## src/multibeat_pkg.sv

```systemverilog
// ----------------------------------------------------------------
// Shared types and constants of the multi-beat bus master
// ----------------------------------------------------------------
package multibeat_pkg;

	localparam int ADDR_W     = 28;
	localparam int DATA_W     = 32;
	localparam int FIFO_DEPTH = 16;
	localparam int LEVEL_W    = 5;

	// Size codes on the width pins
	localparam logic [1:0] SIZE_LONG = 2'h0;
	localparam logic [1:0] SIZE_BYTE = 2'h1;
	localparam logic [1:0] SIZE_WORD = 2'h2;
	localparam logic [1:0] SIZE_LINE = 2'h3;

	// Levels of the access mode pin
	localparam logic MODE_CODE  = 1'b1;
	localparam logic MODE_SUPER = 1'b1;
	localparam logic MODE_IDLE  = 1'b0;

	// Longwords that a write must have queued before it starts
	localparam logic [LEVEL_W-1:0] LINE_WORDS   = 5'h04;
	localparam logic [LEVEL_W-1:0] SINGLE_WORDS = 5'h01;

	// Byte lane width and low address bits that step within a line
	localparam logic [5:0] BYTE_BITS = 6'h08;
	localparam int         LINE_LSB  = 4;

	typedef enum logic [1:0] {OP_BYTE, OP_WORD, OP_LONG, OP_LINE} operand_type;
	typedef enum logic [1:0] {PORT_8, PORT_16, PORT_32} port_type;

	// One request from the core side
	typedef struct packed {
		logic [ADDR_W-1:0] addr;
		logic              write;
		logic [1:0]        ttype;
		logic              is_code;
		logic              supervisor;
		operand_type       op;
		port_type          port;
		logic              burst_en;
		logic              dram;
	} request_type;

	// Transfer attributes driven onto the pins
	typedef struct packed {
		logic [ADDR_W-1:0] addr;
		logic [1:0]        transfer_type;
		logic              read;
		logic [1:0]        xfer_width_code;
		logic              transfer_start_n;
		logic              access_mode_flag;
	} bus_ctrl_type;

	// One read beat handed back to the core
	typedef struct packed {
		logic [DATA_W-1:0] data;
		logic              last;
	} read_beat_type;

endpackage : multibeat_pkg
```

## src/multibeat_bus_master.sv

```systemverilog
// Function
// - Write beat clock two: start off, privilege, data
// - Hold write data through wait states
// - Burst line write steps address by the bytes of one beat (port width)
// - Release data bus after fourth longword
// - Burst disabled: split into separate transfers; dram requests still burst
// - Inhibited size code shows port or operand
// - Never line code when burst inhibited
// - DRAM wide operands always burst
// - Inhibited access is one to sixteen transfers
// - First clock: attributes valid, start asserted
// - Mode pin: code/data, then supervisor/user
// - Byte code one, word code two
// - Read captures lanes only on acknowledge
// - Inhibited: step address, keep attributes, restart
// - Release data bus after last inhibited write
// - Burst enabled: one start for whole operand
// - Bursting line uses size code three
`timescale 1ns/100ps
`default_nettype none

// ----------------------------------------------------------------
// Write data queue
// ----------------------------------------------------------------
module word_fifo #(
	parameter int WIDTH = 32,
	parameter int DEPTH = 16
) (
	input  wire logic                       clk,
	input  wire logic                       srst,
	input  wire logic [WIDTH-1:0]           in_data,
	input  wire logic                       in_valid,
	output logic                            in_ready,
	output logic [WIDTH-1:0]                out_data,
	output logic                            out_valid,
	input  wire logic                       out_ready,
	output logic [$clog2(DEPTH+1)-1:0]      level
);
	localparam int PW = $clog2(DEPTH);
	localparam int CW = $clog2(DEPTH+1);

	logic [WIDTH-1:0] mem [DEPTH];
	logic [PW-1:0]    wr_ptr;
	logic [PW-1:0]    rd_ptr;
	logic             push;
	logic             pop;

	// Handshakes on both sides
	assign in_ready  = (level != CW'(DEPTH));
	assign out_valid = (level != '0);
	assign push      = in_valid && in_ready;
	assign pop       = out_valid && out_ready;
	assign out_data  = mem[rd_ptr];

	// Storage
	always_ff @(posedge clk) begin
		if (push) begin
			mem[wr_ptr] <= in_data;
		end
	end

	// Pointers and fill level
	always_ff @(posedge clk) begin
		if (srst) begin
			wr_ptr <= '0;
			rd_ptr <= '0;
			level  <= '0;
		end else begin
			if (push) begin
				wr_ptr <= (wr_ptr == PW'(DEPTH-1)) ? '0 : wr_ptr + 1'b1;
			end
			if (pop) begin
				rd_ptr <= (rd_ptr == PW'(DEPTH-1)) ? '0 : rd_ptr + 1'b1;
			end
			level <= level + CW'(push) - CW'(pop);
		end
	end
endmodule : word_fifo

// ----------------------------------------------------------------
// Multi-beat external bus master
// ----------------------------------------------------------------
module multibeat_bus_master (
	input  wire logic                          clk,
	input  wire logic                          srst,
	input  wire multibeat_pkg::request_type    req_in,
	input  wire logic                          req_valid,
	output logic                               req_ready,
	input  wire logic [multibeat_pkg::DATA_W-1:0] wr_data,
	input  wire logic                          wr_valid,
	output logic                               wr_ready,
	output multibeat_pkg::read_beat_type       rd_beat,
	output logic                               rd_valid,
	output multibeat_pkg::bus_ctrl_type        bus_ctrl,
	output logic [multibeat_pkg::DATA_W-1:0]   data_out,
	output logic                               data_oe,
	input  wire logic [multibeat_pkg::DATA_W-1:0] data_in,
	input  wire logic                          transfer_ack_n
);
	import multibeat_pkg::*;

	typedef enum {ST_IDLE, ST_WAIT, ST_START, ST_DATA} state_type;

	state_type              state;
	state_type              next_state;
	request_type            req;
	logic                   bursting;
	logic [2:0]             lane_lg;
	logic [4:0]             beats_left;
	logic [2:0]             word_init;
	logic [2:0]             word_left;
	logic                   take;
	logic                   ack;
	logic                   last;
	logic                   data_ok_new;
	logic                   data_ok_held;
	logic                   load_first;
	logic                   load_next;
	logic                   fifo_pop;
	logic                   fifo_valid;
	logic [DATA_W-1:0]      fifo_data;
	logic [LEVEL_W-1:0]     fifo_level;
	logic                   wr_ready_q;

	// ----------------------------------------------------------------
	// Size arithmetic
	// ----------------------------------------------------------------
	function automatic logic [2:0] op_log2(input operand_type op);
		unique case (op)
			OP_BYTE: op_log2 = 3'h0;
			OP_WORD: op_log2 = 3'h1;
			OP_LONG: op_log2 = 3'h2;
			OP_LINE: op_log2 = 3'h4;
		endcase
	endfunction : op_log2

	function automatic logic [2:0] port_log2(input port_type port);
		unique case (port)
			PORT_8:  port_log2 = 3'h0;
			PORT_16: port_log2 = 3'h1;
			default: port_log2 = 3'h2;
		endcase
	endfunction : port_log2

	// Log2 of the bytes moved per beat
	function automatic logic [2:0] lane_log2(input request_type r);
		lane_log2 = (port_log2(r.port) < op_log2(r.op)) ? port_log2(r.port) : op_log2(r.op);
	endfunction : lane_log2

	// Beats for the whole operand, one to sixteen
	function automatic logic [4:0] beat_count(input request_type r);
		beat_count = 5'h01 << (op_log2(r.op) - lane_log2(r));
	endfunction : beat_count

	// Beats drawn from one queued longword, minus one
	function automatic logic [2:0] word_beats(input request_type r);
		logic [2:0] wl;
		wl = (op_log2(r.op) > 3'h2) ? 3'h2 : op_log2(r.op);
		word_beats = 3'((4'h1 << (wl - lane_log2(r))) - 4'h1);
	endfunction : word_beats

	// Operand code when bursting, port code when split
	function automatic logic [1:0] width_code(input request_type r, input logic burst);
		logic [1:0] opc;
		unique case (r.op)
			OP_BYTE: opc = SIZE_BYTE;
			OP_WORD: opc = SIZE_WORD;
			OP_LONG: opc = SIZE_LONG;
			OP_LINE: opc = SIZE_LINE;
		endcase
		width_code = opc;
		if (!burst && op_log2(r.op) > port_log2(r.port)) begin
			unique case (r.port)
				PORT_8:  width_code = SIZE_BYTE;
				PORT_16: width_code = SIZE_WORD;
				default: width_code = SIZE_LONG;
			endcase
		end
	endfunction : width_code

	// ----------------------------------------------------------------
	// Write data queue instance
	// ----------------------------------------------------------------
	word_fifo #(
		.WIDTH (DATA_W),
		.DEPTH (FIFO_DEPTH)
	) write_queue (
		.clk       (clk),
		.srst      (srst),
		.in_data   (wr_data),
		.in_valid  (wr_valid && wr_ready_q),
		.in_ready  (),
		.out_data  (fifo_data),
		.out_valid (fifo_valid),
		.out_ready (fifo_pop),
		.level     (fifo_level)
	);

	// ----------------------------------------------------------------
	// Sequencer
	// ----------------------------------------------------------------
	assign take = req_valid && req_ready;
	assign ack  = !transfer_ack_n;
	assign last = (beats_left == 5'h01);

	// Writes wait until every longword of the operand is queued
	assign data_ok_new  = !req_in.write ||
		(fifo_level >= ((req_in.op == OP_LINE) ? LINE_WORDS : SINGLE_WORDS));
	assign data_ok_held = !req.write ||
		(fifo_level >= ((req.op == OP_LINE) ? LINE_WORDS : SINGLE_WORDS));

	// Next state
	always_comb begin
		next_state = state;
		unique case (state)
			ST_IDLE: begin
				if (take) begin
					next_state = data_ok_new ? ST_START : ST_WAIT;
				end
			end
			ST_WAIT: begin
				if (data_ok_held) begin
					next_state = ST_START;
				end
			end
			ST_START: begin
				next_state = ST_DATA;
			end
			ST_DATA: begin
				if (ack) begin
					if (last) begin
						next_state = ST_IDLE;
					end else if (bursting) begin
						next_state = ST_DATA;
					end else begin
						next_state = ST_START;
					end
				end
			end
		endcase
	end

	// State and request acceptance
	always_ff @(posedge clk) begin
		if (srst) begin
			state     <= ST_IDLE;
			req_ready <= 1'b0;
		end else begin
			state     <= next_state;
			req_ready <= (next_state == ST_IDLE);
		end
	end

	// Request latch and beat counting
	always_ff @(posedge clk) begin
		if (srst) begin
			req        <= '0;
			bursting   <= 1'b0;
			lane_lg    <= '0;
			beats_left <= '0;
			word_init  <= '0;
		end else if (take) begin
			req        <= req_in;
			bursting   <= req_in.burst_en || req_in.dram;
			lane_lg    <= lane_log2(req_in);
			beats_left <= beat_count(req_in);
			word_init  <= word_beats(req_in);
		end else if (state == ST_DATA && ack) begin
			beats_left <= beats_left - 5'h01;
		end
	end

	// ----------------------------------------------------------------
	// Address and attribute pins
	// ----------------------------------------------------------------
	always_ff @(posedge clk) begin
		if (srst) begin
			bus_ctrl <= '0;
			bus_ctrl.transfer_start_n <= 1'b1;
			bus_ctrl.read <= 1'b1;
		end else begin
			if (take) begin
				bus_ctrl.addr            <= req_in.addr;
				bus_ctrl.transfer_type   <= req_in.ttype;
				bus_ctrl.read            <= !req_in.write;
				bus_ctrl.xfer_width_code <= width_code(req_in, req_in.burst_en || req_in.dram);
			end else if (state == ST_DATA && ack && !last) begin
				// Step within the line; attributes stay put
				bus_ctrl.addr[LINE_LSB-1:0] <= bus_ctrl.addr[LINE_LSB-1:0] +
					4'(4'h1 << lane_lg);
			end
			bus_ctrl.transfer_start_n <= (next_state != ST_START);
			unique case (next_state)
				ST_START: bus_ctrl.access_mode_flag <=
					(state == ST_IDLE) ? req_in.is_code : req.is_code;
				ST_DATA:  bus_ctrl.access_mode_flag <= req.supervisor;
				default:  bus_ctrl.access_mode_flag <= MODE_IDLE;
			endcase
		end
	end

	// ----------------------------------------------------------------
	// Write data path
	// ----------------------------------------------------------------
	assign load_first = (next_state == ST_START) && (state == ST_IDLE || state == ST_WAIT) &&
		((state == ST_IDLE) ? req_in.write : req.write);
	assign load_next  = (state == ST_DATA) && ack && !last && req.write && (word_left == '0);
	assign fifo_pop   = (load_first || load_next) && fifo_valid;

	// Shift register that drives the upper lanes
	always_ff @(posedge clk) begin
		if (srst) begin
			data_out  <= '0;
			word_left <= '0;
		end else if (load_first) begin
			data_out  <= fifo_data;
			word_left <= (state == ST_IDLE) ? word_beats(req_in) : word_init;
		end else if (load_next) begin
			data_out  <= fifo_data;
			word_left <= word_init;
		end else if (state == ST_DATA && ack && !last && req.write) begin
			data_out  <= data_out << (BYTE_BITS << lane_lg);
			word_left <= word_left - 3'h1;
		end
	end

	// Drive only in data clocks, hold through waits
	always_ff @(posedge clk) begin
		if (srst) begin
			data_oe <= 1'b0;
		end else begin
			data_oe <= (next_state == ST_DATA) && req.write;
		end
	end

	// Queue space, registered for the core
	always_ff @(posedge clk) begin
		if (srst) begin
			wr_ready_q <= 1'b0;
		end else begin
			wr_ready_q <= (fifo_level < LEVEL_W'(FIFO_DEPTH - 1));
		end
	end
	assign wr_ready = wr_ready_q;

	// ----------------------------------------------------------------
	// Read data path
	// ----------------------------------------------------------------
	always_ff @(posedge clk) begin
		if (srst) begin
			rd_valid <= 1'b0;
			rd_beat  <= '0;
		end else begin
			rd_valid <= (state == ST_DATA) && ack && !req.write;
			if (state == ST_DATA && ack && !req.write) begin
				rd_beat.data <= data_in;
				rd_beat.last <= last;
			end
		end
	end
endmodule : multibeat_bus_master
`default_nettype wire

```

## config.mk

```make
export PLATFORM = sky130hd
export DESIGN_NAME = multibeat_bus_master
export DESIGN_NICKNAME = d
export VERILOG_FILES = /design/src/multibeat_pkg.sv /design/src/multibeat_bus_master.sv
export SDC_FILE = /design/constraint.sdc
export NUM_CORES = 1
export LEC_CHECK = 0
export BUFFER_PORTS_ARGS = -buffer_cell sky130_fd_sc_hd__buf_2
export CAP_MARGIN = 20
export CORE_MARGIN = 8
export CORE_UTILIZATION = 60
export CTS_CLUSTER_SIZE = 14
export DETAILED_ROUTE_END_ITERATION = 12
export GPL_TIMING_DRIVEN = 1
export PLACE_DENSITY = 0.8
export REMOVE_ABC_BUFFERS = 1
export SETUP_SLACK_MARGIN = 0.5
export SLEW_MARGIN = 20
export SYNTH_ARGS = -nofsm -noshare
export SYNTH_HDL_FRONTEND = slang
export SYNTH_HIERARCHICAL = 1
export SYNTH_SLANG_ARGS = --single-unit
```

## constraint.sdc

```tcl
create_clock -name clk -period 5.5 [get_ports clk]
set_input_delay 0.825 -clock clk [delete_from_list [all_inputs] [get_ports clk]]
set_output_delay 0.825 -clock clk [all_outputs]
set_load 0.005 [all_outputs]
```

==> results.cfg <==
[yosys]
yosysTopAreaCell = edfxtp_1
ys_ff_latch = 685
synthFlopType = edfxtp_1
yosys.cell_types.count = 74
synth-seq-area-share_pct = 69.57
synth_warnings = 6
synthTopCellsByArea = edfxtp_1 57%, dfxtp_1 13%, mux4_2 11%
synth-edff-count = 512
synth_area_mm2 = 0.02708
synth_top_area_share_pct = 56.78
async_flop_share_pct = 0
synthCells = 1692
syn-mean-instance-area_um2 = 16.00

[placement]
place_ws_ns = 0.6171
numPortBuffers = 211
globalplace.congestion = 0.8717
place_area_mm2 = 0.02876
hpwl_mm = 38.43

[setup_path]
cp.required_ns = 5.99
path_max_fanout = 5
crit_path_end_kind = register
critPathLaunchType = input port
worst_ep_arrival_time_ns = 4.87
critical_path_class = in2reg
rrSetupSlack_ns = 1.33

[clock_tree]
root_buffer = clkbuf_16
htreeDepth = 3
cts_buffer_depth = 3
numCtsBuffers = 67
hold_buffers = 0
cts_setup_buffers = 0
cts_tree = done
cts_resized = 0
cts.sink_count = 685
clk_latency_ns = 0.62
cts.clk_slew.worst_paths_ns = 0.06

[pwr]
ir_worst_vdd_uv = 437.3
p_per_area_mw_per_mm2 = 387.1
p_leak_nw = 10.60

[sta]
fin_skew_ns = 0.02636
holdWs_ns = 0.4495
fmax_ghz = 0.2287
layout_min_cycle_time_ns = 4.373
maxSlewViolCount = 0
worst_pin_slew_ns = 0.9270
slew_headroom_pct = 38.20
setup_violations = 0
setup_ws_ns = 1.127
rsz0062_at_grt = no
fin_crit_sh_pct = 79.50
hold_viol_final = 0

[outcome]
run_status = complete, no violations

[grt]
grt_max_degree = 84
antenna_found_initial = 3
grt_pass1_wl_mm = 99.28
overflow = 0
grtUsageTotal_pct = 24.94
grt_pass1_vias = 16530

[floorplan]
die_h_um = 228.4
dieArea_mm2 = 0.05219
start_util_pct = 60.19
ios = 212
rows = 78
die_x_um = 228.4
core-area_mm2 = 0.04499

[finish]
fin_nets = 2058
drive_gt1_share_pct = 26.69
fillers = 2812
register_area_mm2 = 0.01885
area_delta_synth_final_pct = 14.28
final_cell_area_mm2 = 0.03095
post-route-util_pct = 68.79
multi_input_area_mm2 = 0.007695

[drt]
wl_per_cell_um = 25.70
drc = 0
via_count = 16150
drt_iter0_markers = 1775
dr.pass1.iters = 5
viasPerCell = 6.292
drtAntennaViolNets = 0
wirelength_mm = 65.94

[job]
cap_violations = 0

[worst_hold_path]
hp-class = reg2reg
## stage by stage
stage | power (mW) | cells | setup TNS, ns
after floorplan | 7.025 | 1596 | -31.52
after global placement | 7.480 | 2440 | 0
after detailed placement | 7.554 | 2440 | 0
after CTS | 12.05 | 2563 | 0
after global routing | 12.42 | 2563 | 0
final | 11.98 | 2566 | 0
## cell usage after synthesis, drive strengths merged (5+ instances only)
master,instances
edfxtp,512
nand2,196
dfxtp,173
mux4,128
a21oi,109
a22oi,64
and2,63
buf,48
clkbuf,48
nor2,40
ha,36
inv,35
mux2i,34
nor3,23
nand3,19
o21ai,15
o22ai,15
nor4,11
nor2b,9
a211oi,8
a221oi,8
o21a,7
and3,6
xor2,6
a21o,5
fa,5
nand2b,5
nand4,5
## final cells by class
cell class,count,share of cell area (%)
inverters,36,0.4366
diodes,3,0.02426
well taps,600,2.426
flip-flops and latches,685,60.90
clock inverters,30,1.059
repair buffers,244,4.302
multi-input cells,875,24.86
clock buffers,93,5.992
## cells by family (layout without fill, tap and decap cells)
logic type	Yosys count	in the layout	share of synthesized area [%]
multiplexers	164	164	11.99
buffers and inverters	132	403	2.204
other	0	3	0
flip-flops	685	685	69.57
AO/OA/AOI/OAI	258	258	6.339
adder cells (fa/ha/maj)	41	41	2.033
XOR/XNOR	10	10	0.3234
AND/OR/NAND/NOR	402	402	7.550
## power breakdown
| group | switching [mW] | internal, mW | total, mW |
|---|---|---|---|
| clock network | 1.92 | 2.58 | 4.51 |
| logic | 0.858 | 0.672 | 1.53 |
| registers | 0.197 | 5.75 | 5.94 |
## cell usage in the layout (no fill, tap or decap), types with 4 or more instances in the layout
cell type  synthesis  routed
buf_4             14      32
mux2i_1           34      34
and2_2             0      14
clkbuf_16          0      67
clkinv_1           1       9
xor2_1             6       6
nand2_1          196     194
a31oi_1            4       4
clkbuf_8           0       8
o21a_1             7       7
and2_0            15      15
buf_2             12     210
a21oi_1          109     109
nor4_2             9       9
inv_6              0       4
a21o_1             5       5
nor3_1            22      22
edfxtp_1         512     512
dfxtp_1          173     171
xnor2_1            4       4
a22oi_1           64      64
clkbuf_1          48      18
and3_2             0       4
nand3_1           19      19
fa_1               5       5
a221oi_1           7       7
ha_1              36      36
nor2_1            39      38
mux4_2           128     128
clkinv_2           0       8
inv_1             35      35
a211oi_1           8       8
or4b_1             4       4
nor2b_1            9       7
nand2b_1           5       5
bufinv_16          0       4
o21ai_0           11      11
o22ai_1           15      15
and2_1            48      34
## state kept, by name (all words and copies together), names as in the netlist, 4 cells and up, named ones only
register	cells
bus_ctrl	35
req	5
rd_beat	33
write_queue/wr_ptr	4
write_queue/rd_ptr	4
state	32
beats_left	5
write_queue/mem	512
data_out	32
write_queue/level	5
## critical path: stages
cell and delay [ns]:
buf_2 0.14, ha_1 0.25, inv_1 0.13, ha_1 0.29, or3b_4 0.39, a2111oi_4 0.44, o21ai_2 0.13, a32o_1 0.28
and2_1 0.19, nand2_1 0.14, inv_1 0.06, ha_1 0.26, inv_1 0.06, ha_1 0.16, inv_1 0.07, fa_1 0.42
nor2b_1 0.17, o21bai_1 0.10, nand3_1 0.10, nor3b_1 0.26
## worst paths after layout
path,startpoint,end,cells past startpoint
hold reg to reg,rd_beat[0]$_SDFFE_PP0P_,rd_beat[0]$_SDFFE_PP0P_,2
setup / recovery,req_in[4],write_queue/level[4]$_SDFF_PP0_,20
hold / removal,rd_beat[0]$_SDFFE_PP0P_,rd_beat[0]$_SDFFE_PP0P_,2
setup reg to reg,write_queue/level[0]$_SDFF_PP0_,write_queue/level[4]$_SDFF_PP0_,18
## per-layer routing
| metal | GRT usage [%] | up-vias | routed length, um |
|---|---|---|---|
| met1 | 31.55 | 8082 | 24700 |
| met3 | 6.552 | 185 | 6514 |
| met4 | 10.95 | 4 | 3009 |
| met2 | 40.54 | 914 | 31690 |
| met5 | 0 | - | 22 |
| li1 | - | 6961 | - |
(Power assumes the default switching activity.)
